<file path="src/rtl/afp_defs.vh">
`ifndef AFP_DEFS_VH
`define AFP_DEFS_VH

// Frame-based memory commands on the command/byte-enable lines
`define AFP_CMD_MEM_READ   4'h6
`define AFP_CMD_MEM_WRITE  4'h7
// Pipelined command: this bit marks a write request
`define AFP_PIPE_WRITE_BIT 2
// Status codes sent along with grant
`define AFP_ST_IDLE        3'h0
`define AFP_ST_PIPE        3'h0
`define AFP_ST_FRAME       3'h7
// Initiator completion codes
`define AFP_INIT_OK        2'h0
`define AFP_INIT_STOPPED   2'h1
`define AFP_INIT_ABORT     2'h2
// Cycles the initiator waits for a target to claim the access
`define AFP_CLAIM_WAIT     4'h5
// Target window base and word index position
`define AFP_BASE_ADDR      32'h0000_0000
`define AFP_IDX_LSB        2

`endif

</file>
<file path="src/rtl/afp_mem.v">
module afp_mem #(
  parameter AW = 4
) (
  input  wire          clk_in,
  input  wire          rst_n_in,
  input  wire          wr_en_in,
  input  wire [AW-1:0] wr_addr_in,
  input  wire [31:0]   wr_data_in,
  input  wire [3:0]    wr_be_n_in,
  input  wire [AW-1:0] rd_addr_in,
  output reg  [31:0]   rd_data_out
);
  reg [31:0] mem [0:(1<<AW)-1];  // Target storage words
  integer    i;                  // Byte lane index

  // Write enabled byte lanes only; active-low enables
  always @(posedge clk_in) begin
    if (wr_en_in) begin
      for (i = 0; i < 4; i = i + 1) begin
        if (!wr_be_n_in[i]) begin
          mem[wr_addr_in][i*8 +: 8] <= wr_data_in[i*8 +: 8];
        end
      end
    end
  end

  // Registered read port
  always @(posedge clk_in or negedge rst_n_in) begin
    if (!rst_n_in) begin
      rd_data_out <= 32'h0000_0000;
    end else begin
      rd_data_out <= mem[rd_addr_in];
    end
  end
endmodule

</file>
<file path="src/rtl/afp_port.v">
// Contract
// Assert target select on own address hit
// Initiator samples target select for claim
// Master requests port with request input
// Grant plus three-bit status directs port use
// Command in address, byte enables in data
// Pipelined commands use their own decode
// Initiator parity: write all, read address
// Target parity on each memory read phase
// Even parity over data and command lines
// Parity unused in pipelined and sideband modes
// Reset acts asynchronously
// All pin drivers float during reset
// All port logic runs on port clock
// Master resets from same reset line
// Status 111 with grant allows frame
// Master no waits in first write block
// Stop is input as initiator, output as target
// Parity presented one clock after its phase
`include "afp_defs.vh"

module afp_port #(
  parameter        AW          = 4,
  parameter [31:0] TARGET_BASE = `AFP_BASE_ADDR
) (
  input  wire        clk_in,                 // Port clock
  input  wire        rst_n_in,
  input  wire        pipe_mode_in,           // High: pipelined/sideband operation
  input  wire        bus_request_n_in,
  input  wire        frame_n_in,
  input  wire        initiator_ready_n_in,
  input  wire        target_ready_n_in,
  input  wire        target_select_n_in,
  input  wire        stop_n_in,
  input  wire        pipe_enqueue_n_in,
  input  wire [31:0] ad_in,
  input  wire [3:0]  cmd_byte_enable_n_in,
  input  wire        init_req_in,            // Start one initiator transfer
  input  wire        init_write_in,
  input  wire [31:0] init_addr_in,
  input  wire [31:0] init_data_in,
  input  wire [3:0]  init_be_n_in,
  output reg         grant_n_out,
  output reg  [2:0]  grant_status_code_out,
  output reg         frame_n_out,
  output reg         frame_oe_n_out,
  output reg         initiator_ready_n_out,
  output reg         irdy_oe_n_out,
  output reg         target_ready_n_out,
  output reg         trdy_oe_n_out,
  output reg         target_select_n_out,
  output reg         devsel_oe_n_out,
  output reg         stop_n_out,
  output reg         stop_oe_n_out,
  output reg  [31:0] ad_out,
  output reg         ad_oe_n_out,
  output reg  [3:0]  cmd_byte_enable_n_out,
  output reg         cbe_oe_n_out,
  output reg         bus_parity_out,
  output reg         par_oe_n_out,
  output reg         init_done_out,
  output reg  [1:0]  init_status_out,
  output reg  [31:0] init_rdata_out,
  output reg         pipe_cmd_valid_out,
  output reg         pipe_cmd_write_out
);
  localparam T_IDLE = 4'b0001;
  localparam T_WAIT = 4'b0010;
  localparam T_DATA = 4'b0100;
  localparam T_TURN = 4'b1000;
  localparam I_IDLE = 4'b0001;
  localparam I_ADDR = 4'b0010;
  localparam I_DATA = 4'b0100;
  localparam I_TURN = 4'b1000;
  localparam SW     = 43;

  // Even parity bit over address/data and command lines
  function par_of;
    input [31:0] ad;
    input [3:0]  cbe;
    begin
      par_of = ^{ad, cbe};
    end
  endfunction

  // Frame-based memory command decode
  function frame_is_mem;
    input [3:0] cmd;
    begin
      frame_is_mem = (cmd == `AFP_CMD_MEM_READ) || (cmd == `AFP_CMD_MEM_WRITE);
    end
  endfunction

  // Pipelined command decode, kept apart from the frame decode
  function pipe_is_write;
    input [3:0] cmd;
    begin
      pipe_is_write = cmd[`AFP_PIPE_WRITE_BIT];
    end
  endfunction

  wire [SW-1:0] pin_raw;     // Raw pin inputs
  reg  [SW-1:0] sync1;       // First synchroniser stage
  reg  [SW-1:0] sync2;       // Second synchroniser stage
  reg           frame_q;     // Previous synced frame level
  reg  [3:0]    t_state;     // Target state
  reg  [3:0]    i_state;     // Initiator state
  reg  [AW-1:0] t_addr;      // Target word index
  reg           t_write;     // Target access is a write
  reg           i_write;     // Initiator access is a write
  reg  [31:0]   i_data;      // Initiator write data
  reg  [3:0]    i_be_n;      // Initiator byte enables
  reg  [3:0]    wait_cnt;    // Claim wait counter
  reg           par_arm;     // A parity phase is on the bus now
  reg  [31:0]   par_ad;      // Phase data for parity
  reg  [3:0]    par_cbe;     // Phase command/enables for parity
  reg           mem_we;      // Target memory write strobe
  reg  [31:0]   mem_wdata;
  reg  [3:0]    mem_be_n;
  reg  [AW-1:0] mem_waddr;
  reg  [AW-1:0] mem_raddr;   // Combinational read index
  wire [31:0]   mem_rdata;

  assign pin_raw = {bus_request_n_in, frame_n_in, initiator_ready_n_in, target_ready_n_in,
                    target_select_n_in, stop_n_in, pipe_enqueue_n_in,
                    cmd_byte_enable_n_in, ad_in};

  wire        req_s    = sync2[42];
  wire        frame_s  = sync2[41];
  wire        irdy_s   = sync2[40];
  wire        trdy_s   = sync2[39];
  wire        devsel_s = sync2[38];
  wire        stop_s   = sync2[37];
  wire        pipe_s   = sync2[36];
  wire [3:0]  cbe_s    = sync2[35:32];
  wire [31:0] ad_s     = sync2[31:0];
  wire        t_last   = (t_addr == {AW{1'b1}});
  wire        hit      = (ad_s[31:AW+`AFP_IDX_LSB] == TARGET_BASE[31:AW+`AFP_IDX_LSB]);
  wire        frame_go = !frame_s && frame_q;

  // Read index: the decoded address on a claim, the next word when advancing
  always @* begin
    mem_raddr = t_addr;
    if (t_state == T_IDLE) begin
      mem_raddr = ad_s[AW+`AFP_IDX_LSB-1:`AFP_IDX_LSB];
    end else if (t_state == T_DATA) begin
      mem_raddr = t_addr + {{(AW-1){1'b0}}, 1'b1};
    end
  end

  // Two-flop synchroniser for every pin input
  always @(posedge clk_in or negedge rst_n_in) begin
    if (!rst_n_in) begin
      sync1   <= {SW{1'b1}};
      sync2   <= {SW{1'b1}};
      frame_q <= 1'b1;
    end else begin
      sync1   <= pin_raw;
      sync2   <= sync1;
      frame_q <= frame_s;
    end
  end

  // Bus engine: arbiter, target, initiator and parity share the pin drivers
  always @(posedge clk_in or negedge rst_n_in) begin
    if (!rst_n_in) begin
      grant_n_out           <= 1'b1;
      grant_status_code_out <= `AFP_ST_IDLE;
      frame_n_out           <= 1'b1;
      initiator_ready_n_out <= 1'b1;
      target_ready_n_out    <= 1'b1;
      target_select_n_out   <= 1'b1;
      stop_n_out            <= 1'b1;
      ad_out                <= 32'h0000_0000;
      cmd_byte_enable_n_out <= 4'hF;
      bus_parity_out        <= 1'b0;
      // Every driver released while reset is held
      frame_oe_n_out        <= 1'b1;
      irdy_oe_n_out         <= 1'b1;
      trdy_oe_n_out         <= 1'b1;
      devsel_oe_n_out       <= 1'b1;
      stop_oe_n_out         <= 1'b1;
      ad_oe_n_out           <= 1'b1;
      cbe_oe_n_out          <= 1'b1;
      par_oe_n_out          <= 1'b1;
      init_done_out         <= 1'b0;
      init_status_out       <= `AFP_INIT_OK;
      init_rdata_out        <= 32'h0000_0000;
      pipe_cmd_valid_out    <= 1'b0;
      pipe_cmd_write_out    <= 1'b0;
      t_state               <= T_IDLE;
      i_state               <= I_IDLE;
      t_addr                <= {AW{1'b0}};
      t_write               <= 1'b0;
      i_write               <= 1'b0;
      i_data                <= 32'h0000_0000;
      i_be_n                <= 4'hF;
      wait_cnt              <= 4'h0;
      par_arm               <= 1'b0;
      par_ad                <= 32'h0000_0000;
      par_cbe               <= 4'h0;
      mem_we                <= 1'b0;
      mem_wdata             <= 32'h0000_0000;
      mem_be_n              <= 4'hF;
      mem_waddr             <= {AW{1'b0}};
    end else begin
      mem_we             <= 1'b0;
      init_done_out      <= 1'b0;
      pipe_cmd_valid_out <= 1'b0;
      par_arm            <= 1'b0;
      // Parity follows its phase by one clock, off in pipelined mode
      par_oe_n_out   <= !(par_arm && !pipe_mode_in);
      bus_parity_out <= par_of(par_ad, par_cbe);

      // Grant the requesting master when the port is free
      if (!req_s && i_state == I_IDLE && t_state == T_IDLE && !init_req_in) begin
        grant_n_out           <= 1'b0;
        grant_status_code_out <= pipe_mode_in ? `AFP_ST_PIPE : `AFP_ST_FRAME;
      end else begin
        grant_n_out           <= 1'b1;
        grant_status_code_out <= `AFP_ST_IDLE;
      end

      // Pipelined request capture with its own command decode
      if (pipe_mode_in && !pipe_s) begin
        pipe_cmd_valid_out <= 1'b1;
        pipe_cmd_write_out <= pipe_is_write(cbe_s);
      end

      // Target side
      case (t_state)
        T_IDLE: begin
          if (frame_go && i_state == I_IDLE && !pipe_mode_in && frame_is_mem(cbe_s) && hit) begin
            target_select_n_out <= 1'b0;
            devsel_oe_n_out     <= 1'b0;
            trdy_oe_n_out       <= 1'b0;
            stop_oe_n_out       <= 1'b0;
            t_addr              <= ad_s[AW+`AFP_IDX_LSB-1:`AFP_IDX_LSB];
            t_write             <= (cbe_s == `AFP_CMD_MEM_WRITE);
            t_state             <= T_WAIT;
          end
        end
        T_WAIT: begin
          target_ready_n_out <= 1'b0;
          stop_n_out         <= !t_last;  // Disconnect at the window end
          if (!t_write) begin
            ad_out      <= mem_rdata;
            ad_oe_n_out <= 1'b0;
            par_arm     <= 1'b1;
            par_ad      <= mem_rdata;
            par_cbe     <= cbe_s;
          end
          t_state <= T_DATA;
        end
        T_DATA: begin
          if (!irdy_s) begin
            if (t_write) begin
              mem_we    <= 1'b1;
              mem_waddr <= t_addr;
              mem_wdata <= ad_s;
              mem_be_n  <= cbe_s;  // Byte enables pick lanes
            end
            target_ready_n_out <= 1'b1;
            if (frame_s || t_last) begin
              target_select_n_out <= 1'b1;
              stop_n_out          <= 1'b1;
              ad_oe_n_out         <= 1'b1;
              t_state             <= T_TURN;
            end else begin
              t_addr  <= mem_raddr;
              t_state <= T_WAIT;
            end
          end
        end
        T_TURN: begin
          devsel_oe_n_out <= 1'b1;
          trdy_oe_n_out   <= 1'b1;
          stop_oe_n_out   <= 1'b1;
          t_state         <= T_IDLE;
        end
        default: begin
          t_state <= T_IDLE;
        end
      endcase

      // Initiator side: one data phase per transfer
      case (i_state)
        I_IDLE: begin
          if (init_req_in && grant_n_out && req_s && t_state == T_IDLE && !pipe_mode_in) begin
            frame_n_out           <= 1'b0;
            frame_oe_n_out        <= 1'b0;
            irdy_oe_n_out         <= 1'b0;
            ad_out                <= init_addr_in;
            ad_oe_n_out           <= 1'b0;
            cmd_byte_enable_n_out <= init_write_in ? `AFP_CMD_MEM_WRITE : `AFP_CMD_MEM_READ;
            cbe_oe_n_out          <= 1'b0;
            par_arm               <= 1'b1;  // Address phase parity
            par_ad                <= init_addr_in;
            par_cbe               <= init_write_in ? `AFP_CMD_MEM_WRITE : `AFP_CMD_MEM_READ;
            i_write               <= init_write_in;
            i_data                <= init_data_in;
            i_be_n                <= init_be_n_in;
            wait_cnt              <= 4'h0;
            i_state               <= I_ADDR;
          end
        end
        I_ADDR: begin
          frame_n_out           <= 1'b1;
          initiator_ready_n_out <= 1'b0;
          cmd_byte_enable_n_out <= i_be_n;
          if (i_write) begin
            ad_out  <= i_data;
            par_arm <= 1'b1;  // Write data phase parity
            par_ad  <= i_data;
            par_cbe <= i_be_n;
          end else begin
            ad_oe_n_out <= 1'b1;
          end
          i_state <= I_DATA;
        end
        I_DATA: begin
          wait_cnt <= wait_cnt + 4'h1;
          if (!stop_s || (!trdy_s && !devsel_s) ||
              (devsel_s && wait_cnt == `AFP_CLAIM_WAIT)) begin
            init_done_out         <= 1'b1;
            init_rdata_out        <= ad_s;
            init_status_out       <= !stop_s ? `AFP_INIT_STOPPED :
                                     (devsel_s ? `AFP_INIT_ABORT : `AFP_INIT_OK);
            initiator_ready_n_out <= 1'b1;
            frame_oe_n_out        <= 1'b1;
            ad_oe_n_out           <= 1'b1;
            cbe_oe_n_out          <= 1'b1;
            i_state               <= I_TURN;
          end
        end
        I_TURN: begin
          irdy_oe_n_out <= 1'b1;
          i_state       <= I_IDLE;
        end
        default: begin
          i_state <= I_IDLE;
        end
      endcase
    end
  end

  // Target storage
  afp_mem #(
    .AW (AW)
  ) u_mem (
    .clk_in      (clk_in),
    .rst_n_in    (rst_n_in),
    .wr_en_in    (mem_we),
    .wr_addr_in  (mem_waddr),
    .wr_data_in  (mem_wdata),
    .wr_be_n_in  (mem_be_n),
    .rd_addr_in  (mem_raddr),
    .rd_data_out (mem_rdata)
  );
endmodule

</file>
<file path="config.mk">
export PLATFORM = sky130hd
export DESIGN_NAME = afp_port
export DESIGN_NICKNAME = d
export VERILOG_FILES = /design/src/rtl/afp_mem.v /design/src/rtl/afp_port.v
export VERILOG_INCLUDE_DIRS = /design/src /design/src/rtl
export SDC_FILE = /design/constraint.sdc
export NUM_CORES = 1
export LEC_CHECK = 0
export ABC_CLOCK_PERIOD_IN_PS = 2900
export BUFFER_PORTS_ARGS = -buffer_cell sky130_fd_sc_hd__buf_4
export CORE_MARGIN = 10
export CORE_UTILIZATION = 50
export DETAILED_ROUTE_END_ITERATION = 6
export HOLD_SLACK_MARGIN = 0.06
export MAX_ROUTING_LAYER = met4
export PLACE_DENSITY_LB_ADDON = 0.1
export SKIP_CTS_REPAIR_TIMING = 1
export SYNTH_ARGS = -nofsm -noshare
export SYNTH_HDL_FRONTEND = slang
export SYNTH_SLANG_ARGS = --single-unit
</file>
<file path="constraint.sdc">
create_clock -name clk_in -period 2.9 [get_ports clk_in]
set_input_delay 0.145 -clock clk_in [delete_from_list [all_inputs] [get_ports clk_in]]
set_output_delay 0.145 -clock clk_in [all_outputs]
set_load 0.02 [all_outputs]
</file>
After elaboration in Yosys (flattened, before gate mapping)
Memory sizes are Yosys's and may differ from the RTL's. A register that Yosys moved wholly into a read port is not among the register bits. Cells that the tools add are included.

Bitwise logic cells: 1. Equality and inequality tests: 18. Add/sub/neg operators: 2. Mux-type cells: 83. Reduce and logical (&&, ||, !) cells: 56.

Operator list (count): $mux 32 (8); $pmux 32 s2 (2); $mux 4 (16); $mux 1 (36); $reduce_xor 36->1 (1); $pmux 4 s2 (4); $logic_not 26->1 (1); $pmux 4 s3 (2); $reduce_and 2->1 (11); $eq 4x3->1 const B (5); $pmux 1 s2 (10); $logic_and 1x1->1 (16); $reduce_bool 2->1 (7); $eq 4x4->1 const B (3); $logic_not 1->1 (11); $reduce_and 3->1 (3); $add 4x1->4 const B (2); $eq 4x1->1 const B (2); $eq 4x2->1 const B (2); $ne 2x2->1 const B (4); $reduce_and 4->1 (2); $mux 3 (2); $logic_or 1x1->1 (4); $mux 2 (2); other kinds (3) (4).

Memory bits (writable): 512. Bits in registers: 307. Memories: 1. Logic and storage cells: 199. Output and inout port bits: 91. Bits of input ports: 116.

Memory list: u_mem.mem (depth 16, bits a word 32, read ports 1, clocked after Yosys merged registers in 1, wr ports 1, RTL line afp_mem.v:13) `reg [31:0] mem [0:(1<<AW)-1];`.

Logic depth before layout (Yosys ltp)
Gate-level depths: netlist of the first run.

Depth in word-level cells: 8. Gate-level depth with buffers: 10. Mapped depth without buffers: 8.

By module
A second synthesis of the first run with hierarchy kept.

Cell total of the unflattened synthesis: 1927. Area total of the unflattened synthesis: 32267.2 µm².

Modules (own cells, without submodules): afp_mem (area each 20284.5 µm², instances 1, sequential area each 16175.5 µm², cells each 913); afp_port (area each 11982.7 µm², instances 1, sequential area each 7772.5 µm², cells each 1014).

Worst setup path before layout of the first run
Ideal clock, no wire load.

Kind: flip-flop to flip-flop. Start point: reg t_addr[0]. End point: reg u_mem.rd_data_out[10] (read register of u_mem.mem). Data arrival time: 2.641 ns. Clock period less this slack: 2.780 ns. Cell stages (with the launch flop): 10. Path slack: 0.120 ns. Data required time: 2.761 ns. Path through: dfrtp_1 ha_1 nor4b_1 o21bai_1 nand3_1 buf_2 clkbuf_1 mux2i_1 a211oi_1 or4_1.

Word-level cells in the longest chain between the ends: 3.

Ends and longest elaborated chain: from (decl) (RTL line afp_port.v:108) `reg [AW-1:0] t_addr;`; from (signal assigned) (RTL line afp_port.v:193) `t_addr <= {AW{1'b0}};`; from (signal assigned) (RTL line afp_port.v:238) `` t_addr <= ad_s[AW+`AFP_IDX_LSB-1:`AFP_IDX_LSB]; ``; from (signal assigned) (RTL line afp_port.v:270) `t_addr <= mem_raddr;`; $add 4x1->4 (RTL line afp_port.v:147) `mem_raddr = t_addr + {{(AW-1){1'b0}}, 1'b1};`; $mux 4 * (RTL line afp_port.v:146) `end else if (t_state == T_DATA) begin`; $mux 4 * (RTL line afp_port.v:144) `if (t_state == T_IDLE) begin`; to (decl) (RTL line afp_mem.v:11) `output reg [31:0] rd_data_out`.

Every way passes the cells marked *; elsewhere a longest branch is shown, timed or not. A chain may end at the register's enable or synchronous reset.

Final worst setup path of the first run
Start point: reg t_addr[0]. End point: reg u_mem.rd_data_out[24] (read register of u_mem.mem).

The elaborated chain is that of the path after synthesis.

==> flow_results.org, run 1 <==
** Floorplanning
- The initial utilization of the core area, before any placement, comes to 0.503.
- Number of standard-cell rows in the floorplan :: 95
- Y dimension of the die :: 280 um
- The die is 280 um wide.
- The floorplan step defined a die boundary enclosing 0.0783 mm2.
- The region available for standard cell placement spans 0.0670 mm2.
- Count of boundary I/O pins :: 207

** Power
- Power spread over the standard cell area amounts to 662 mW/mm2.
- Total Power Consumption :: 0.0277 W
- The worst-case IR drop observed on VDD is 0.457 mV.
- In this run the static leakage power is 15.2 nW.

** Place
- Port buffer count :: 206
- Routability-driven placement finished with a final weighted congestion of 0.885.
- Cell Count Post-Placement :: 3446
- After legalization and detailed placement, the total HPWL measured 62.4 mm.
- Worst setup slack before clock tree synthesis :: -0.102 ns

** Logic synthesis
- Netlist area before placement :: 0.0338 mm2
- Xor/xnor cell area share of the yosys netlist :: 0.00960
- Cell accounting for the most synthesized area :: sky130_fd_sc_hd__edfxtp_1
- When the netlist entered floorplanning its net count stood at 2507.
- Share of Yosys cell area claimed by the top area cell type :: 0.455
- During synthesis, Yosys emitted a total of 0 warnings.
- Number of distinct library cell variants in the gate-level netlist after synthesis :: 63
- Of the total synthesized cell area, the portion taken by full adders, half adders and majority gates is 0.00111.
- In this run the mean area of a mapped cell was 14.1 um2.
- Number of flip-flops and latches in the synthesized netlist :: 849
- Synth async-reset ratio :: 0.397
- The compound-gate portion of the synthesized area came to 0.0973.
- Fraction of the yosys area taken by sequential cells :: 0.709
- Primary FF master, synth :: sky130_fd_sc_hd__edfxtp_1
- Number of flops mapped to enable cells by yosys :: 512
- By area the synthesized netlist is led by sky130_fd_sc_hd__edfxtp_1, sky130_fd_sc_hd__dfrtp_1, sky130_fd_sc_hd__dfstp_2, sky130_fd_sc_hd__a211oi_1, sky130_fd_sc_hd__mux2i_1.
- Combinational family with the most area after synthesis :: simple AND/OR/NAND/NOR gates
- Multiplexer area fraction after synthesis :: 0.0525
- Synthesis produced a netlist whose cell count is 2388.
- Of the total synthesized cell area, the portion taken by AND, OR, NAND and NOR gates is 0.105.

** Job
- Across the run, the number of max-cap violations was 0.

** Cells and area
- The area growth from synthesis to layout is 24.0%.
- Storage element area :: 0.0240 mm2
- Multi-input gate area in the final layout :: 0.00919 mm2
- Excluding fillers, the count of instances in the completed layout stands at 3742.
- Proportion of layout cells with a drive suffix above 1 :: 0.252
- For this run, the share of the core covered by cells in the final layout is 0.624.
- Counting the fill cells in the layout gives 4962.
- NumNets Final :: 2909

** GRT
- Summed over all layers, the global routing overflow is 0.
- Initial antenna violation count :: 3
- Entering global routing, the biggest net connects 82 pins.
- In the global route stage, overall resource usage came out at 0.245.
- The first global-routing pass estimated 141 mm of wire.
- The number of global-route vias before repair was 21900.

** Worst setup path
- Startpoint-to-endpoint class of the critical path :: reg2reg
- FF-to-FF Start :: t_addr[0]
- Across all register-to-register paths, the minimum setup slack is 0.06 ns.
- Most prevalent standard cell on the critical path :: sky130_fd_sc_hd__buf_12
- Critical Path Slowest Stage Cell :: sky130_fd_sc_hd__or4_1
- Worst r2r dst :: u_mem.rd_data_out[24]
- The largest single stage delay on the critical path is 0.58 ns.
- The number of cells on the worst reg-to-reg path is 10.
- Data on the critical path is required at its endpoint by 3.40 ns.
- Crit path DAT :: 3.33 ns
- Worst-path maximum fanout :: 14
- STA classifies the critical path endpoint as a flop.
- Traced cell by cell, the critical path runs through ha_4 > nor4b_2 > buf_4 > o21bai_4 > nand3_4 > buf_12 > buf_12 > mux2i_1 > a211oi_1 > or4_1.
- Startpoint type of the worst setup path :: flop

** Detailed routing
- Drc violations :: 0
- Ratio of routed vias to standard cells :: 5.97
- In the final routed layout, each cell accounts on average for 25.6 um.
- Initial DRC Count :: 1887
- Post-detailed-route count of antenna-violating nets :: 0
- Summed over all layers, the routed wires come to 95.9 mm.
- Routed vias :: 22300
- For this run, the detailed router's first-pass iteration total came to 5.

** Timing
- Count of endpoints failing hold in the final timing report :: 0
- Of the available clock period, the critical path in the final layout requires 0.978.
- For this run, the top clock speed supported by timing is 0.353 GHz.
- Slew at the pin closest to its max-slew limit :: 0.869 ns
- The clock period could shrink to 2.84 ns.
- Setup violations remaining at the end of the flow were counted as 0.
- Across all hold checks on the routed design, the worst slack comes to 0.0292 ns.
- Final Slew Violations :: 0
- Post-route setup slack :: 0.0639 ns
- Rel. slew slack :: 0.419
- Skew final :: 0.0262 ns

** Outcome
- The flow ran to the end, and the final reports show no timing, DRC or antenna violations.

** Clock network
- H-tree level count :: 3
- The later pin in the worst-skew pair is clocked with a latency of 0.66 ns.
- TritonCTS built the clock tree.
- The tree is rooted in a sky130_fd_sc_hd__clkbuf_16.
- No sink is reached through more buffers than the 3 on the longest clock path.
- CTS saw 849 sinks.
- Clock slew at the register clock pins of the worst setup and hold paths :: 0.06 ns
- The number of clock buffers added by TritonCTS is 89.

** Worst hold path
- Hold Path Class :: in2async
[how the worst max path moves through the flow]
| stage | slack [ns] | to | from | cells after the start |
|---|---|---|---|---|
| after floorplan | 0.12 | u_mem.rd_data_out[10] | t_addr[0] | 9 |
| after CTS | -0.14 | u_mem.rd_data_out[13] | t_addr[0] | 10 |
| after detailed placement | -0.10 | u_mem.rd_data_out[10] | t_addr[0] | 10 |
| after global routing | -0.004 | u_mem.rd_data_out[22] | t_addr[1] | 12 |
| after global placement | -0.07 | u_mem.rd_data_out[16] | t_addr[0] | 11 |
| final | 0.06 | u_mem.rd_data_out[24] | t_addr[0] | 10 |
[layout by cell type (no fill, tap or decap), types with 34 or more instances in the layout]
master	netlist	routed
sky130_fd_sc_hd__and4_1	128	128
sky130_fd_sc_hd__and3_1	34	34
sky130_fd_sc_hd__dlygate4sd3_1	0	116
sky130_fd_sc_hd__dfrtp_1	225	222
sky130_fd_sc_hd__nor2_1	95	93
sky130_fd_sc_hd__a2111oi_0	64	62
sky130_fd_sc_hd__a21oi_1	68	68
sky130_fd_sc_hd__dfstp_2	112	112
sky130_fd_sc_hd__edfxtp_1	512	512
sky130_fd_sc_hd__o21ai_0	82	82
sky130_fd_sc_hd__mux2_2	41	41
sky130_fd_sc_hd__mux2i_1	131	129
sky130_fd_sc_hd__clkbuf_16	0	92
sky130_fd_sc_hd__nand2_1	304	302
sky130_fd_sc_hd__a211oi_1	193	178
sky130_fd_sc_hd__buf_4	9	345
[where the power goes]
group	switching (W)	leakage [nW]	internal [W]
combinational	0.00130	6.11	0.00117
sequential	0.000402	7.62	0.0132
clock	0.00476	1.47	0.00684
[final cells by class]
class / instances / share of cell area
diodes: 4 / 0.000239
multi-input cells: 1339 / 0.220
repair buffers: 501 / 0.109
well taps: 873 / 0.0261
clock buffers: 127 / 0.0605
inverters: 10 / 0.000897
clock inverters: 39 / 0.0118
flip-flops and latches: 849 / 0.572
[sequential cells by signal, indices dropped and copies added (netlist names), 32 cells and up]
signal and cells:
ad_out 32, i_data 32, init_rdata_out 32, mem_wdata 32, par_ad 32, sync1 43, sync2 43, u_mem.mem 512
u_mem.rd_data_out 32
[metrics by stage]
step	instance area [um2]	TNS (ns)
2_1_floorplan	33800	0
3_3_place_gp	37300	-0.353
3_5_place_dp	37300	-0.951
4_1_cts	40400	-1.52
5_1_grt	41800	-0.00413
6_report	41900	0
[layer usage]
metal,share of wire,routed length [um],GRT usage
met3,0.056,5370,0.0364
met1,0.42,40400,0.318
met4,0.033,3150,0.0780
met5,0,0,-
met2,0.49,47100,0.395
[cells by family after synthesis]
family | after synthesis
AO/OA/AOI/OAI | 465
XOR/XNOR | 37
adder cells (fa/ha/maj) | 3
buffers and inverters | 200
flip-flops | 849
multiplexers | 172
AND/OR/NAND/NOR | 662
[worst max-delay path, delay by kind of cell, from the launching register on]
| kind | cells | cell delay, ns |
|---|---|---|
| adders and majority gates | 1 | 0.25 |
| DFF | 1 | 0.41 |
| muxes | 1 | 0.33 |
| and+or+nand+nor | 3 | 0.92 |
| AOI/OAI and AO/OA | 2 | 0.22 |
| buffers and inverters | 3 | 0.54 |
[Yosys cell counts (5+ instances only)]
cell,count
sky130_fd_sc_hd__mux2i_1,131
sky130_fd_sc_hd__nor4_1,8
sky130_fd_sc_hd__xor2_1,5
sky130_fd_sc_hd__buf_1,16
sky130_fd_sc_hd__dfrtp_1,225
sky130_fd_sc_hd__nor2_1,95
sky130_fd_sc_hd__buf_2,18
sky130_fd_sc_hd__and4_1,128
sky130_fd_sc_hd__mux2_2,41
sky130_fd_sc_hd__a222oi_1,26
sky130_fd_sc_hd__o21ai_0,82
sky130_fd_sc_hd__or4_1,32
sky130_fd_sc_hd__xnor2_1,32
sky130_fd_sc_hd__edfxtp_1,512
sky130_fd_sc_hd__a2111oi_0,64
sky130_fd_sc_hd__inv_1,8
sky130_fd_sc_hd__dfstp_2,112
sky130_fd_sc_hd__clkbuf_1,141
sky130_fd_sc_hd__nand2_1,304
sky130_fd_sc_hd__and3_1,34
sky130_fd_sc_hd__o21ai_1,6
sky130_fd_sc_hd__nor2b_1,7
sky130_fd_sc_hd__nand4_1,5
sky130_fd_sc_hd__nand2b_1,10
sky130_fd_sc_hd__buf_4,9
sky130_fd_sc_hd__a211oi_1,193
sky130_fd_sc_hd__a22o_1,6
sky130_fd_sc_hd__a21oi_1,68
sky130_fd_sc_hd__nand3b_1,5
sky130_fd_sc_hd__nand3_1,16
(Power assumes the default switching activity.)
==> run 2, diff against run 1 <==
--- a/config.mk
+++ b/config.mk
@@ -10,11 +10,13 @@
 export BUFFER_PORTS_ARGS = -buffer_cell sky130_fd_sc_hd__buf_4
 export CORE_MARGIN = 10
 export CORE_UTILIZATION = 50
+export CTS_BUF_LIST = sky130_fd_sc_hd__clkbuf_16
 export DETAILED_ROUTE_END_ITERATION = 6
 export HOLD_SLACK_MARGIN = 0.06
 export MAX_ROUTING_LAYER = met4
 export PLACE_DENSITY_LB_ADDON = 0.1
 export SKIP_CTS_REPAIR_TIMING = 1
+export SLEW_MARGIN = 15
 export SYNTH_ARGS = -nofsm -noshare
 export SYNTH_HDL_FRONTEND = slang
 export SYNTH_SLANG_ARGS = --single-unit
==> run 2 against run 1 <==
Net effect: clock power decreased by 4%; clock-buffer cell count shrank 37; fmax is essentially flat; sequential power barely moved; clock skew shrank 0.0061 ns; die area did not move; highest routed layer unchanged; largest cell class unchanged; first-iteration DRC count shrank 1.1%.
==> flow_results.org, run 2 (synthesis gave the netlist of run 1 again) <==
** Cells and area
- The largest registers in the layout are u_mem.mem: 512 flops, sync1: 43 flops, sync2: 43 flops.
- Relative to the synthesized area, the layout overhead comes to 23.6%.
- The area of combinational cells with multiple inputs was 0.00919 mm2 (unchanged).
- Filler instances :: 4971 (+0.18%)
- Leaving out fill and tap cells, the most frequent cell in the layout is sky130_fd_sc_hd__edfxtp_1.
- The ratio of cells with drive above 1 in the final layout came to 0.246 (-0.00593).
- The sequential standard cell area is 0.0240 mm2 (unchanged).
- The library cells used most frequently in the layout, excluding fill and tap cells, are sky130_fd_sc_hd__edfxtp_1, sky130_fd_sc_hd__buf_4, sky130_fd_sc_hd__nand2_1, sky130_fd_sc_hd__dfrtp_1, sky130_fd_sc_hd__a211oi_1.
- The final cell utilization of the core was 0.622 (-0.00211).
- The number of flip-flops under the largest register name is 512 (unchanged).
- u_mem.mem holds more flip-flops than any other register.
- Final Instance Count excl. Fillers :: 3741 (-0.027%)
- NumNets Final :: 2909 (unchanged)

** Timing
- The maximum frequency from static timing analysis came to 0.353 GHz (about the same).
- Skew final :: 0.0201 ns (-0.00612 ns)
- Final Slew Violations :: 0 (unchanged)
- The worst relative slew slack is 0.412 (-0.00709).
- The portion of the clock cycle consumed by the worst path in the final layout came to 0.978 (about the same).
- The final count of hold timing violations was 0 (unchanged).
- The final worst hold slack came to 0.0274 ns (-0.00180 ns).
- Slew at the pin closest to its max-slew limit :: 0.880 ns (+0.0106 ns)
- Shortest period the worst path allows :: 2.84 ns (-0.000709 ns)
- Endpoints failing setup :: 0 (unchanged)

** Clock network
- H-tree level count :: 3 (unchanged)
- The clock latency on the worst-skew pair came to 0.65 ns (about the same).
- Clock slew at the register clock pins of the worst setup and hold paths :: 0.06 ns (about the same)
- Clock net sink count :: 849 (unchanged)
- Maximum number of buffers from clock root to sink :: 3 (unchanged)
- Number of buffers created by CTS :: 89 (unchanged)
- Root buffer cell :: sky130_fd_sc_hd__clkbuf_16
- TritonCTS built the clock tree.

** Floorplanning
- Die Wd :: 280 um (unchanged)
- Total Die Area :: 0.0783 mm2 (unchanged)
- The placement row count is 95 (unchanged).
- Y dimension of the die :: 280 um (unchanged)
- The I/O pin count was 207 (unchanged).
- The area of the core came to 0.0670 mm2 (unchanged).
- Starting density of the core :: 0.503 (unchanged)

** Power
- The total power draw came to 0.0272 W (-1.7%).
- Highest ir drop seen on vdd :: 0.457 mV (about the same)
- Leakage :: 15.2 nW (+0.13%)
- The power per cell area is 653 mW/mm2 (-1.3%).

** Worst setup path
- The worst setup path is captured at a flop.
- The critical path is of the reg2reg type.
- Worst-path maximum fanout :: 14 (unchanged)
- The kind of cell with the highest combined delay along the critical path is simple AND/OR/NAND/NOR gates.
- Tracing the worst setup path back leads to its startpoint at t_addr[0].
- The worst path arrival time is 3.33 ns (about the same).
- The cell that appears most often on the critical path is sky130_fd_sc_hd__buf_12.
- FF-to-FF Start :: t_addr[0]
- Critical Path Slowest Stage Cell :: sky130_fd_sc_hd__or4_1
- Critical-path cell list :: ha_4 > nor4b_2 > buf_4 > o21bai_4 > nand3_4 > buf_12 > buf_12 > mux2i_1 > a211oi_1 > or4_1
- The data required time at the worst endpoint is 3.40 ns (about the same).
- The biggest cell delay along the critical path is 0.57 ns (about the same).
- STA classifies the critical path startpoint as a flop.
- The combined buffer and inverter count along the critical path came to 3 (unchanged).

** Detailed routing
- The total via count after detailed routing was 22300 (-0.13%).
- Initial DRC Count :: 1866 (-1.1%)
- Post-detailed-route count of antenna-violating nets :: 0 (unchanged)
- The final wirelength was 95.8 mm (-0.16%).
- The detail-routed net length per standard cell came to 25.6 um (-0.14%).
- Drc violations :: 0 (unchanged)
- The average via count per standard cell was 5.96 (-0.11%).
- Drt pass-1 iters :: 5 (unchanged)

** GRT
- Global-route congestion overflow total :: 0 (unchanged)
- Vias in the first global route :: 21800 (-0.24%)
- Maximum number of pins on one net before global-route repair :: 82 (unchanged)
- Initial antenna violation count :: 3 (unchanged)
- The global router's overall resource usage was 0.245 (about the same).
- Global-route wire length before repair :: 141 mm (-0.12%)

** Place
- The detailed placer's ending HPWL was 62.4 mm (unchanged).
- Port buffer count :: 206 (unchanged)
- The number of placed cells counting well taps is 3446 (unchanged).
- Final Wtd Congestion :: 0.885 (unchanged)

** Outcome
- Status :: completed

** Job
- The number of violations of the max-capacitance limit came to 0 (unchanged).

** Worst hold path
- Hold Path Class :: in2async
-- run 2: cell count changes in the layout (fill, tap and decap cells not counted) --
cell,before,now
sky130_fd_sc_hd__clkbuf_1,20,0
sky130_fd_sc_hd__clkbuf_4,5,0
sky130_fd_sc_hd__clkbuf_8,12,0
sky130_fd_sc_hd__clkinv_1,12,24
sky130_fd_sc_hd__diode_2,4,3
sky130_fd_sc_hd__inv_1,8,33
-- run 2: path summary, 6_finish.rpt --
| path | to | depth (start not counted) | slack [ns] |
|---|---|---|---|
| worst max-delay path | u_mem.rd_data_out[24] | 10 | 0.06 |
| worst min-delay path | i_data[4] | 2 | 0.03 |
| worst max register to register | u_mem.rd_data_out[24] | 10 | 0.06 |
| worst min register to register | sync2[33] | 0 | 0.35 |
| max in group asynchronous | sync2[20] | 3 | 1.98 |
| min in group clk_in | sync1[22] | 2 | 0.14 |
-- run 2: where the power goes --
group,internal [W],total (W),switching (W),leakage (nW)
clock network,0.00638,0.0111,0.00475,1.49
registers,0.0132,0.0136,0.000403,7.62
logic,0.00117,0.00247,0.00130,6.11
total,0.0208,0.0272,0.00645,15.2
-- run 2: final cells by class --
| class | instances | area share |
|---|---|---|
| repair buffers | 501 | 0.109 |
| clock inverters | 76 | 0.0151 |
| flip-flops and latches | 849 | 0.574 |
| multi-input cells | 1339 | 0.220 |
| clock buffers | 90 | 0.0540 |
| diodes | 3 | 0.000180 |
| well taps | 873 | 0.0262 |
| inverters | 10 | 0.000900 |
-- run 2: stage by stage --
stage / setup slack, ns / setup TNS, ns / instance area, um2
after floorplan: 0.120 / 0 / 33800
after global routing: -0.00704 / -0.00704 / 41700
after global placement: -0.0744 / -0.353 / 37300
after CTS: -0.127 / -1.50 / 40200
after detailed placement: -0.102 / -0.951 / 37300
final: 0.0647 / 0 / 41700
-- run 2: layer usage --
metal / part of all wire / vias to the layer above / GRT usage
met1: 0.42 / 11300 / 0.318
li1: - / 9988 / -
met4: 0.031 / 0 / 0.0766
met5: 0 / - / -
met3: 0.057 / 175 / 0.0354
met2: 0.49 / 803 / 0.396
-- run 2: worst reg2reg max path: cells and delay by family (launching register included) --
family / cells / cell delay, ns
AO/OA/AOI/OAI: 2 / 0.22
flip-flops: 1 / 0.41
multiplexers: 1 / 0.33
buffers and inverters: 3 / 0.55
adder cells (fa/ha/maj): 1 / 0.25
AND/OR/NAND/NOR: 3 / 0.91
